File: src/core/pci_init_defines.svh
// offsets, field positions, reset values and counts of the initiator user port
// assumes inclusion by bare name from the design and bench files
`ifndef PCI_INIT_DEFINES_SVH
`define PCI_INIT_DEFINES_SVH

`define REG_CTRL_OFF      12'h000
`define REG_STAT_OFF      12'h004
`define CTRL_BME_BIT      0
`define CTRL_RESET        32'h0000_0000
`define STAT_DONE_BIT     0
`define STAT_RETRY_BIT    1
`define STAT_TABORT_BIT   2
`define STAT_MABORT_BIT   3
`define STAT_BUSY_BIT     8
`define EXT_MABORT_BIT    7
`define EXT_TABORT_BIT    6
`define EXT_DISC_BIT      4
`define MABORT_CLKS       5

`endif

File: src/core/pci_init_pkg.sv
// types shared by the initiator user port and its register slave
// assumes the defines header supplies all numeric constants
package pci_init_pkg;

   typedef enum logic [2:0] {
      ST_IDLE,
      ST_ASK,
      ST_ADDR,
      ST_DATA,
      ST_LAST
   } init_state_t;

   typedef struct packed {
      logic master_abort;
      logic target_abort;
      logic retry;
      logic done;
   } term_t;

endpackage

File: src/core/init_apb_regs.sv
// apb slave holding the control and sticky termination status words
// assumes a single apb master on i_core_clk; answers with zero wait states
`timescale 1ns/1ns
`include "pci_init_defines.svh"

module init_apb_regs
   import pci_init_pkg::*;
(
   input  wire logic        i_core_clk,
   input  wire logic        i_reset_n,
   input  wire logic        i_psel,
   input  wire logic        i_penable,
   input  wire logic        i_pwrite,
   input  wire logic [11:0] i_paddr,
   input  wire logic [31:0] i_pwdata,
   output logic [31:0]      o_prdata,
   output logic             o_pready,
   output logic             o_pslverr,
   input  wire term_t       i_term,
   input  wire logic        i_term_vld,
   input  wire logic        i_busy,
   output logic             o_bus_master_en
);

   logic [31:0] ctrl_r;
   logic [31:0] ctrl_nxt;
   term_t       stat_r;
   term_t       stat_nxt;
   logic        acc;
   logic        hit_ctrl;
   logic        hit_stat;

   assign acc       = i_psel & i_penable;
   assign hit_ctrl  = (i_paddr == `REG_CTRL_OFF);
   assign hit_stat  = (i_paddr == `REG_STAT_OFF);
   assign o_pready  = 1'b1;
   assign o_pslverr = acc & ~hit_ctrl & ~hit_stat;
   assign o_bus_master_en = ctrl_r[`CTRL_BME_BIT];

   always_comb begin
      ctrl_nxt = ctrl_r;
      stat_nxt = stat_r;
      if (acc & i_pwrite & hit_ctrl) begin
         ctrl_nxt = {31'h0, i_pwdata[`CTRL_BME_BIT]};
      end
      // write one to clear; a new outcome in the same cycle wins
      if (acc & i_pwrite & hit_stat) begin
         stat_nxt = stat_r & ~term_t'(i_pwdata[3:0]);
      end
      if (i_term_vld) begin
         stat_nxt = stat_nxt | i_term;
      end
   end

   always_comb begin
      o_prdata = 32'h0000_0000;
      if (acc & ~i_pwrite & hit_ctrl) begin
         o_prdata = ctrl_r;
      end else if (acc & ~i_pwrite & hit_stat) begin
         o_prdata = {23'h0, i_busy, 4'h0, stat_r};
      end
   end

   always_ff @(posedge i_core_clk or negedge i_reset_n) begin
      if (!i_reset_n) begin
         ctrl_r <= `CTRL_RESET;
         stat_r <= '0;
      end else begin
         ctrl_r <= ctrl_nxt;
         stat_r <= stat_nxt;
      end
   end

endmodule

File: src/core/pci_initiator_port.sv
// initiator user port of a pci interface: single or burst memory transfers
// assumes active-high abstracted pci control pins and a user machine that
// follows the documented request, direction and finish sequencing
//
// Design decisions made here: the APB slave port and the address map.
`timescale 1ns/1ns
`include "pci_init_defines.svh"

// Summary of operation
// user raises ready before asking
// user never ties ready constant; the bench user model holds ready high in every cycle after reset
// user pulses ask one cycle
// ask pulse raises arbiter request line
// no request without bus master enable
// unused ask hold driven zero
// address captured at strobe, presented on bus
// user releases address outside address phase
// user drives read/write memory command
// user drives active-low byte enables otherwise
// direction held for whole transaction
// direction never tied constant
// finish within one cycle of ask
// finish never tied constant
// user loads read data on beat valid; the bench user model loads it one cycle after beat valid
// user drives write data during data phase
// user drives all write byte lanes
// read load may be gated per byte
// retry moves no data; reissue request
// unclaimed transaction ends as master abort
// user handles aborts explicitly
// extended status one cycle after event
// data phase flag follows transfer state
// direction high write, low read
module pci_initiator_port
   import pci_init_pkg::*;
#(
   parameter int MABORT_CLKS = `MABORT_CLKS
)
(
   input  wire logic        i_core_clk,
   input  wire logic        i_reset_n,
   input  wire logic        i_psel,
   input  wire logic        i_penable,
   input  wire logic        i_pwrite,
   input  wire logic [11:0] i_paddr,
   input  wire logic [31:0] i_pwdata,
   output logic [31:0]      o_prdata,
   output logic             o_pready,
   output logic             o_pslverr,
   input  wire logic        i_initiator_ready_in,
   input  wire logic        i_bus_ask_pulse,
   input  wire logic        i_bus_ask_hold,
   input  wire logic        i_finish_txn,
   input  wire logic        i_xfer_direction_write,
   input  wire logic [31:0] i_user_shared_addr_data_bus,
   input  wire logic [3:0]  i_cmd_byte_lane_bus,
   output logic [31:0]      o_user_shared_addr_data_bus,
   output logic             o_addr_phase_strobe_n,
   output logic             o_addr_drive_gate,
   output logic             o_data_phase_active,
   output logic             o_data_beat_valid,
   output logic [7:0]       o_ext_status_bus,
   output logic             o_arb_ask_line,
   input  wire logic        i_arb_grant,
   output logic             o_pci_frame,
   output logic             o_pci_irdy,
   output logic [31:0]      o_pci_ad,
   output logic             o_pci_ad_oe,
   input  wire logic [31:0] i_pci_ad,
   output logic [3:0]       o_pci_cbe,
   input  wire logic        i_tgt_claim,
   input  wire logic        i_tgt_ready,
   input  wire logic        i_tgt_stop
);

   generate
      if (MABORT_CLKS < 1 || MABORT_CLKS > 15) begin : g_bad_count
         $error("MABORT_CLKS must lie in 1..15");
      end
   endgenerate

   localparam logic [3:0] MA_LIMIT = 4'(MABORT_CLKS);

   init_state_t state_r;
   init_state_t state_nxt;
   logic        pend_r;
   logic        pend_nxt;
   logic [3:0]  cnt_r;
   logic [3:0]  cnt_nxt;
   logic        claimed_r;
   logic        claimed_nxt;
   logic [7:0]  ext_r;
   logic [7:0]  ext_nxt;
   logic [31:0] ad_r;
   logic [31:0] ad_nxt;
   logic [3:0]  cbe_r;
   logic [3:0]  cbe_nxt;
   logic        oe_r;
   logic        oe_nxt;
   logic [31:0] rd_r;
   logic [31:0] rd_nxt;
   term_t       term;
   logic        term_vld;
   logic        bme;
   logic        in_data;
   logic        beat;
   logic        ev_retry;
   logic        ev_tabort;
   logic        ev_mabort;
   logic        ev_done;

   init_apb_regs u_regs (
      .i_core_clk      (i_core_clk),
      .i_reset_n       (i_reset_n),
      .i_psel          (i_psel),
      .i_penable       (i_penable),
      .i_pwrite        (i_pwrite),
      .i_paddr         (i_paddr),
      .i_pwdata        (i_pwdata),
      .o_prdata        (o_prdata),
      .o_pready        (o_pready),
      .o_pslverr       (o_pslverr),
      .i_term          (term),
      .i_term_vld      (term_vld),
      .i_busy          (state_r != ST_IDLE),
      .o_bus_master_en (bme)
   );

   assign in_data = (state_r == ST_DATA);
   assign o_arb_ask_line = bme & ((state_r == ST_ASK) | i_bus_ask_hold);
   assign o_addr_phase_strobe_n = ~(state_r == ST_ADDR);
   assign o_addr_drive_gate     = o_addr_phase_strobe_n;
   assign o_data_phase_active   = in_data | (state_r == ST_LAST);
   assign o_pci_frame = in_data & ((cnt_r == 4'h0) | ~i_finish_txn);
   assign o_pci_irdy  = in_data & (cnt_r != 4'h0) & i_initiator_ready_in;
   assign beat        = o_pci_irdy & i_tgt_claim & i_tgt_ready;
   assign o_data_beat_valid = beat;
   // outcome decode, the four terms are mutually exclusive, no priority between them
   assign ev_done   = beat & (i_finish_txn | i_tgt_stop);
   assign ev_retry  = in_data & ~beat & i_tgt_claim & i_tgt_stop;
   assign ev_tabort = in_data & claimed_r & ~i_tgt_claim & i_tgt_stop;
   assign ev_mabort = in_data & ~claimed_r & ~i_tgt_claim & (cnt_r == MA_LIMIT);
   assign term      = '{master_abort: ev_mabort, target_abort: ev_tabort,
                        retry: ev_retry, done: ev_done};
   assign term_vld  = ev_done | ev_retry | ev_tabort | ev_mabort;
   assign o_pci_ad    = ad_r;
   assign o_pci_ad_oe = oe_r;
   assign o_pci_cbe   = cbe_r;
   assign o_user_shared_addr_data_bus = rd_r;
   assign o_ext_status_bus = ext_r;

   always_comb begin
      state_nxt   = state_r;
      pend_nxt    = pend_r | i_bus_ask_pulse;
      cnt_nxt     = cnt_r;
      claimed_nxt = claimed_r;
      ext_nxt     = ext_r;
      ad_nxt      = ad_r;
      cbe_nxt     = cbe_r;
      oe_nxt      = 1'b0;
      rd_nxt      = rd_r;
      unique case (state_r)
         ST_IDLE: begin
            if (pend_r) begin
               state_nxt = ST_ASK;
            end
         end
         ST_ASK: begin
            if (bme & i_arb_grant) begin
               state_nxt = ST_ADDR;
               pend_nxt  = i_bus_ask_pulse;
            end
         end
         ST_ADDR: begin
            ad_nxt      = i_user_shared_addr_data_bus;
            cbe_nxt     = i_cmd_byte_lane_bus;
            oe_nxt      = 1'b1;
            ext_nxt     = 8'h00;
            cnt_nxt     = 4'h0;
            claimed_nxt = 1'b0;
            state_nxt   = ST_DATA;
         end
         ST_DATA: begin
            if (cnt_r != 4'hf) begin
               cnt_nxt = cnt_r + 4'h1;
            end
            claimed_nxt = claimed_r | i_tgt_claim;
            ad_nxt      = i_user_shared_addr_data_bus;
            cbe_nxt     = i_cmd_byte_lane_bus;
            oe_nxt      = i_xfer_direction_write;
            if (beat & ~i_xfer_direction_write) begin
               rd_nxt = i_pci_ad;
            end
            ext_nxt[`EXT_MABORT_BIT] = ev_mabort;
            ext_nxt[`EXT_TABORT_BIT] = ev_tabort;
            ext_nxt[`EXT_DISC_BIT]   = ev_retry;
            if (term_vld) begin
               state_nxt = ST_LAST;
               oe_nxt    = 1'b0;
            end
         end
         ST_LAST: begin
            state_nxt = ST_IDLE;
         end
      endcase
   end

   always_ff @(posedge i_core_clk or negedge i_reset_n) begin
      if (!i_reset_n) begin
         state_r   <= ST_IDLE;
         pend_r    <= 1'b0;
         cnt_r     <= 4'h0;
         claimed_r <= 1'b0;
         ext_r     <= 8'h00;
         ad_r      <= 32'h0000_0000;
         cbe_r     <= 4'h0;
         oe_r      <= 1'b0;
         rd_r      <= 32'h0000_0000;
      end else begin
         state_r   <= state_nxt;
         pend_r    <= pend_nxt;
         cnt_r     <= cnt_nxt;
         claimed_r <= claimed_nxt;
         ext_r     <= ext_nxt;
         ad_r      <= ad_nxt;
         cbe_r     <= cbe_nxt;
         oe_r      <= oe_nxt;
         rd_r      <= rd_nxt;
      end
   end
endmodule
File: config.mk
export PLATFORM = sky130hd
export DESIGN_NAME = pci_initiator_port
export DESIGN_NICKNAME = d
export VERILOG_FILES = /design/src/core/pci_init_pkg.sv /design/src/core/init_apb_regs.sv /design/src/core/pci_initiator_port.sv
export VERILOG_INCLUDE_DIRS = /design/src /design/src/core
export SDC_FILE = /design/constraint.sdc
export NUM_CORES = 1
export LEC_CHECK = 0
export BUFFER_PORTS_ARGS = -buffer_cell sky130_fd_sc_hd__buf_2
export CELL_PAD_IN_SITES_DETAIL_PLACEMENT = 0
export CELL_PAD_IN_SITES_GLOBAL_PLACEMENT = 1
export CORE_UTILIZATION = 33
export DETAILED_ROUTE_END_ITERATION = 16
export PLACE_DENSITY = 0.89
export SYNTH_ARGS = -nofsm -noshare
export SYNTH_HDL_FRONTEND = slang
export SYNTH_SLANG_ARGS = --single-unit
export TNS_END_PERCENT = 10
File: constraint.sdc
create_clock -name i_core_clk -period 3.84 [get_ports i_core_clk]
set_input_delay 0.576 -clock i_core_clk [delete_from_list [all_inputs] [get_ports i_core_clk]]
set_output_delay 0.576 -clock i_core_clk [all_outputs]
set_load 0.1 [all_outputs]
After elaboration in Yosys (flattened, before gate mapping)
Cells that the tools add are included.
- flip-flop bits (word level): 86
- bits in latches: 0
- bits in writable memories: 0
- bits in read-only memories: 0
- bits of input ports: 126
- output and inout bits: 118
- memories kept: 0
- add/subtract/negate cells: 1
- multipliers: 0
- div/mod/pow operators: 0
- $lt $le $gt $ge: 0
- equality and inequality tests: 11
- shift-type cells: 0
- mux-type cells: 17
- bitwise operators: 48
- reduce and logical (&&, ||, !) cells: 10
- operator list (kind ; count):
    two-way mux 32 bit ; 1
    AND 1 bit ; 27
    case mux 3 bit (5 select lines) ; 1
    equality test 12 x 3 -> 1 bit, second input constant ; 1
    zero test 12 bit ; 1
    two-way mux 4 bit ; 3
    two-way mux 3 bit ; 3
    two-way mux 9 bit ; 1
    NOT 1 bit ; 9
    bitwise OR 1 bit ; 9
    case mux 4 bit (2 select lines) ; 1
    equality test 3 x 2 -> 1 bit, second input constant ; 2
    case mux 1 bit (2 select lines) ; 3
    adder 4 x 1 -> 4 bit, second input constant ; 1
    AND 4 bit ; 1
    equality test 4 x 3 -> 1 bit, second input constant ; 1
    zero test 4 bit ; 1
    != test 2 x 1 -> 1 bit, second input constant ; 2
    != test 2 bit, second input constant ; 2
    != test 4 bit, second input constant ; 1
    NOT 4 bit ; 1
    bitwise OR 4 bit ; 1
    case mux 2 bit (2 select lines) ; 1
    AND reduction 2 bit ; 2
    other kinds (9) ; 11

Longest topological paths before layout
Gate-level depths: netlist of the first run.
- depth after elaboration: 14
- depth in mapped cells: 8
- depth with buffers taken out: 6

Hierarchy
A second synthesis of the first run with hierarchy kept.
- cells, all modules: 380
- area, all modules: 4119.0 µm²
- modules (own cells, without submodules) (module ; times used ; cells each ; area each (µm²) ; sequential area each (µm²)):
    pci_initiator_port ; 1 ; 313 ; 3532.1 ; 2026.9
    init_apb_regs ; 1 ; 67 ; 586.8 ; 125.1

Worst setup path before layout of the first run
Ideal clock, no wire load.
- path kind: input to output
- start: input i_paddr[9]
- end: output o_prdata[0]
- arrival time: 3.766 ns
- required time: 3.264 ns
- setup slack: -0.502 ns
- stages on the path: 3
- path buffers: 0
- cells stage by stage: or4_4 -> or4_4 -> nor3_1
- cells in the longest elaborated chain, start to end: 4
- elaborated cells between the ends (all ways): 6
- ends and longest elaborated chain (what ; RTL line ; source):
    start: declaration ; pci_initiator_port.sv:45 ; input wire logic [11:0] i_paddr,
    equality test 12 x 3 -> 1 bit (no line) ; -- ;
    AND 1 bit ; init_apb_regs.sv:59 ; end else if (acc & ~i_pwrite & hit_stat) begin
    two-way mux 9 bit ; init_apb_regs.sv:59 ;
    two-way mux 32 bit (*) ; init_apb_regs.sv:57 ; if (acc & ~i_pwrite & hit_ctrl) begin
    end: declaration ; pci_initiator_port.sv:47 ; output logic [31:0] o_prdata,
Mark *: on every way between the ends. The rest lies on a longest branch, timed or not.

Worst setup path in the final report of the first run
- start: input i_paddr[9]
- end: output o_prdata[8]
Same word-level chain as after synthesis.

==> impl_results.md, run 1 <==
* Status: completed
* Synth top area share at 56.1%
* I/O pins at 244
* Post-CTS Setup Inserts at 0
* Post-synth top area cell: dfrtp_1
* Clock latency on the worst-skew pair at 0.33 ns
* Dpl cells at slightly below 700
* Slew headroom at a little under a third
* Post-DP HPWL at 6.21 mm
* Max Cap Viol at 0
* Post-DRT Antenna Nets at 0
* Routability congestion estimate at 0.820
* Largest net degree at the start of global routing at just under 90
* Crit path time final at 3.33 ns
* Final Hold Vio Count at 0
* CTS tree: yes
* Area Growth Syn to Fin at 33.5%
* Fraction of final layout cells sized beyond drive strength 1 at a little over two fifths
* Hold_buf cts at 0
* Finished Cell Area at just over 5000 sq um
* Antenna violations before repair at 0
* Post-cts gate resize count at 0
* Static leakage at 0.00298 uW
* Clk sink count at 86
* Placed Area at 4760 sq um
* Clock Pin Slew Worst Setup and Hold Paths at 0.06 ns
* Die area at roughly 12,000 sq um
* Peak supply drop at about 0.53 mV
* Synth top cells by count: nand2_1 (123), dfrtp_1 (86), buf_4 (35)
* Internal power at 2140 uW
* CORE AREA at 11,400 sq um
* # DRC at 0
* Clock power frac at 22.7%
* Max Freq at 0.300 GHz
* #FFs+latches synth at 86
* RSZ-0062 raised after global routing: false
* DR pass1 iterations at 6
* Ys Warns at 0
* NetSw at 2470 uW
* Cells after Synth at between 300 and 400
* Pwr Density at roughly 900 nW/um^2
* Fin crit share at 86.7%
* Cell variety after synth at between 40 and 50
* Power Total at 4610 uW
* Worst EP required at 3.26 ns
* Final WL at 8.47 mm
* Pins Over Slew Limit at 0
* Asr flop ratio synth at between 90% and 100%
* Slew @ Worst Pin at approximately 1.0 ns
* Post-synthesis average cell area at 10.3 sq um
* Post-DR vias/cell at 4.44
* Initial cell density of the core at 33.8%
* I/O Buffers at about 180
* Number of synthesized flops with an enable pin at 0
* Vias in the first global route at 2,839
* Setup ws final at 0.511 ns
* Root buffer selected by CTS: clkbuf_16
* Final Setup Violations at 0
* Total Routing Usage GR at 14.1%
* Crit Path Class: in2out
* Vias at 3,097
* Post-route insts no fill at 697
* Sw Share at between 50% and 60%
* WL/cell at about 12 um
* Sequential-to-total area share from yosys stat at a little under three fifths
* Count leader, synth: nand2_1
* DP Worst Slack at 0.518 ns
* CTS Buf Count at 9
* Worst min-delay path class: in2async
* GRT Residual Overflow at 0
* Comb pwr share at 49.7%
* Ant. Diodes at 0
* Global-route wire length before repair at 13.2 mm
* CP Max Fanout at 4
* DR iter-0 viols at approximately 140
* Seq pwr share at 27.6%
* Synth Flop Type: dfrtp_1
* Row Count at 39
* Layout Nets at 678
* Mapped Area at 3840 sq um
* Synth top area cells: dfrtp_1 (56%), nand2_1 (12%), mux2_2 (9.4%), buf_4 (6.8%), clkbuf_1 (0.98%)
* Skew final at 0.00494 ns
* Die Ht at roughly 110 um
* Setup crit end kind: output port
* WP data arrival at 2.75 ns
* CP Launch Type: primary input
* Post-route setup TNS at 0 ns
* H-tree levels at 3
* Clk buf depth at 2
* Die Wd at around 110 um
[sequential cells by signal, indices dropped and copies added, names as in the netlist]
register / flops
o_pci_ad: 32
o_user_shared_addr_data_bus: 32
cnt_r: 4
o_pci_cbe: 4
u_regs.stat_r: 4
o_ext_status_bus: 3
state_r: 3
claimed_r: 1
o_pci_ad_oe: 1
pend_r: 1
u_regs.ctrl_r: 1
[power by group through the flow]
stage / clock network, uW / registers (uW) / logic (uW)
2_1_floorplan: 0 / 2840 / 395
3_3_place_gp: 0 / 1280 / 2280
3_5_place_dp: 0 / 1280 / 2300
4_1_cts: 1070 / 1280 / 2300
5_1_grt: 1110 / 1310 / 2390
6_report: 1040 / 1270 / 2290
[layout by cell type, fill, tap and decap left out, types with 2 or more instances in the layout]
master / instances
buf_2: 181
nand2_1: 123
dfrtp_1: 86
conb_1: 33
mux2_2: 32
nor2_1: 9
clkbuf_16: 9
inv_1: 6
nand3_1: 6
a21oi_1: 6
o21ai_0: 5
a21o_1: 4
bufinv_16: 4
buf_4: 4
or4_4: 3
nor3_1: 3
and2_1: 3
ha_1: 3
or3_1: 2
o211a_1: 2
nor3b_2: 2
a22o_1: 2
[final cells by class]
| cell class | count | area [sq um] |
|---|---|---|
| well taps | 143 | 179 |
| repair buffers | 185 | 936 |
| fillers | 1097 | 6250 |
| inverters | 6 | 22.5 |
| flip-flops and latches | 86 | 2150 |
| clock inverters | 6 | 134 |
| clock buffers | 10 | 229 |
| multi-input cells | 261 | 1470 |
[stage by stage]
| stage | hold WS [ns] | utilization, % |
|---|---|---|
| 2_1_floorplan | 0.280 | - |
| 3_3_place_gp | 0.452 | 41.9 |
| 3_5_place_dp | 0.457 | 41.9 |
| 4_1_cts | 0.420 | 45.0 |
| 5_1_grt | 0.414 | 45.0 |
| 6_report | 0.427 | 45.0 |
[kinds of logic after synthesis]
group,after synthesis,synth area share (%)
compound gates,27,4.83
fa+ha+maj,3,0.978
buf+inv,56,9.06
flops,86,56.1
mux,34,9.94
other cells,2,0.196
simple gates,164,18.9
[worst paths after layout]
kind / from / end / slack (ns) / depth (start not counted)
worst min register to register: o_pci_ad[8] / o_pci_ad[8] / 0.47 / 2
max in group asynchronous: i_reset_n / claimed_r / 2.75 / 1
min in group i_core_clk: i_user_shared_addr_data_bus[13] / o_pci_ad[13] / 0.43 / 3
worst max register to register: cnt_r[1] / o_user_shared_addr_data_bus[14] / 1.48 / 7
worst min-delay path: i_reset_n / o_user_shared_addr_data_bus[15] / 0.43 / 1
worst max-delay path: i_paddr[9] / o_prdata[8] / 0.51 / 6
[per-layer routing]
layer,vias up,routed length [um],global-route usage [%]
li1,1505,-,-
met1,1462,3690,17.2
met2,121,4090,23.7
met3,9,555,4.03
met4,0,132,4.95
met5,-,0,0
[critical path: stages]
cell     delay (ns)
buf_2          0.10
or4_4          0.53
or4_4          0.58
nor3b_2        0.34
o31a_1         0.19
buf_2          0.43
Power figures use the tool's default switching activity.
==> run 2, diff against run 1 <==
--- a/config.mk
+++ b/config.mk
@@ -13,3 +13,5 @@
 export DETAILED_ROUTE_END_ITERATION = 16
+export HOLD_SLACK_MARGIN = 0.1
 export PLACE_DENSITY = 0.89
+export RECOVER_POWER = 25
 export SYNTH_ARGS = -nofsm -noshare
==> constraint.sdc (replaced) <==
create_clock -name i_core_clk -period 3.84 [get_ports i_core_clk]
set_input_delay 0.768 -clock i_core_clk [delete_from_list [all_inputs] [get_ports i_core_clk]]
set_output_delay 0.768 -clock i_core_clk [all_outputs]
set_load 0.1 [all_outputs]
==> run 2 against run 1 <==
- power down 2.8%
- the flow now finishes with violations (max-capacitance violations, max-slew violations)
- die area unchanged
- flip-flop and latch count unchanged
- count of clock-buffer cells in the layout unchanged
- combinational power about the same
- sequential power about the same
==> impl_results.md, run 2 (synthesis results as in run 1) <==
* Status: finished with violations
* Failing checks: max-capacitance violations, max-slew violations
* Layout Nets at 678
* Antenna violations before repair at 0
* Root buffer selected by CTS: clkbuf_16
* Vias at 3,052
* Die area at approximately 12,000 sq um
* Most frequent cells in the layout: buf_2 (177), nand2_1 (123), dfrtp_1 (86), conb_1 (33), mux2_2 (32)
* Row Count at 39
* Seq pwr share at 28.3%
* Post-CTS Setup Inserts at 0
* Area Growth Syn to Fin at 34.0%
* CORE AREA at about 11,000 sq um
* Setup crit end kind: output port
* Crit path time final at 3.52 ns
* Post-DR vias/cell at 4.38
* Final WL at about 8.5 mm
* Skew final at 0.00548 ns
* Post-DP HPWL at 6.35 mm
* CTS tree: yes
* # DRC at 0
* Slew headroom at -36.6%
* WP data arrival at around 2.8 ns
* I/O Buffers at around 180
* Clock Pin Slew Worst Setup and Hold Paths at 0.06 ns
* Reg-to-reg startpoint: state_r[1]
* Comb pwr share at 51.1%
* Internal power at 2020 uW
* Crit. Startpoint: i_paddr[9]
* CP Max Fanout at 4
* Peak supply drop at 0.686 mV
* Slew @ Worst Pin at 2.05 ns
* Post-cts gate resize count at 0
* Routability congestion estimate at 0.775
* GRT Residual Overflow at 0
* Post-route setup TNS at 0 ns
* Sw Share at between 50% and 60%
* Static leakage at 0.00297 uW
* Fraction of final layout cells sized beyond drive strength 1 at 43.7%
* Vias in the first global route at 2,811
* H-tree levels at 3
* Hold_buf cts at 0
* Initial cell density of the core at 33.8%
* CP Launch Type: primary input
* Clk sink count at 86
* Worst EP required at 3.07 ns
* Pins Over Slew Limit at 130
* Crit Path Class: in2out
* CTS Buf Count at 9
* Finished Cell Area at 5140 sq um
* Clock power frac at approximately a fifth
* Largest net degree at the start of global routing at 87
* Final Hold Vio Count at 0
* Global-route wire length before repair at 13.2 mm
* Ant. Diodes at 0
* Total Routing Usage GR at around 14%
* RSZ-0062 raised after global routing: false
* Clk buf depth at 2
* Placed Area at 4820 sq um
* Max Freq at 0.284 GHz
* Fin crit share at 91.8%
* NetSw at 2460 uW
* I/O pins at between 200 and 250
* Final Setup Violations at 0
* Most common cell after layout, fill and taps aside: buf_2
* Worst min-delay path class: reg2reg
* Hold Startpoint: o_pci_ad[21]
* Die Wd at 110 um
* Max Cap Viol at 2
* DR iter-0 viols at 132
* Post-DRT Antenna Nets at 0
* DR pass1 iterations at 4
* WL/cell at 12.2 um
* Clock latency on the worst-skew pair at about 0.33 ns
* Die Ht at 110 um
* Pwr Density at 872 nW/um^2
[run 2: cell count changes in the layout (fill, tap and decap cells not counted), moves of 2 or more]
cell        change
buf_4           -2
clkinvlp_4      +2
bufinv_16       -2
buf_2           -4
buf_12          +4
[run 2: worst paths after layout]
check                           depth (start not counted)  slack (ns)                             end
worst max-delay path                                    6        0.32                     o_prdata[8]
worst min-delay path                                    2        0.47                    o_pci_ad[21]
worst max register to register                          4        1.50                        cnt_r[2]
worst min register to register                          2        0.47                    o_pci_ad[21]
max in group asynchronous                               1        1.60                    o_pci_ad[25]
min in group asynchronous                               1        1.02  o_user_shared_addr_data_bus[4]
[run 2: layer usage]
metal	global-route usage, %	vias up	wire (um)	part of all wire, %
met1	16.8	1425	3670	43
met4	6.00	0	129	1.5
met5	0	-	0	0
li1	-	1504	-	-
met3	3.62	11	527	6.2
met2	25.0	112	4170	49
[run 2: stage by stage]
| stage | total power [uW] | util [%] | hold WS, ns | std cells | worst slack, ns |
|---|---|---|---|---|---|
| final | 4480 | 45.2 | 0.466 | 697 | 0.316 |
| after floorplan | 3230 | - | 0.441 | 403 | 0.123 |
| after global placement | 3560 | 42.4 | 0.455 | 681 | 0.347 |
| after detailed placement | 3590 | 42.4 | 0.457 | 681 | 0.314 |
| after global routing | 4700 | 45.2 | 0.498 | 697 | 0.280 |
| after CTS | 4540 | 45.3 | 0.472 | 697 | 0.315 |
[run 2: final cells by class]
cell class,instances,area (sq um)
fill,1133,6230
sequential,86,2150
multi-input combinational,261,1480
timing repair buffer,185,990
clock buffer,10,239
tap,143,179
clock inverter,6,85.1
inverter,6,22.5
[run 2: power by group through the flow]
stage	sequential, uW	clock, uW	combinational (uW)
after floorplan	2840	0	395
after global placement	1280	0	2290
after detailed placement	1280	0	2300
after CTS	1270	959	2300
after global routing	1310	996	2390
final	1270	923	2290
[run 2: critical path, stage by stage]
cell	delay (ns)
buf_2	0.09
or4_4	0.53
or4_4	0.59
nor3b_2	0.33
o31a_1	0.24
buf_12	0.18
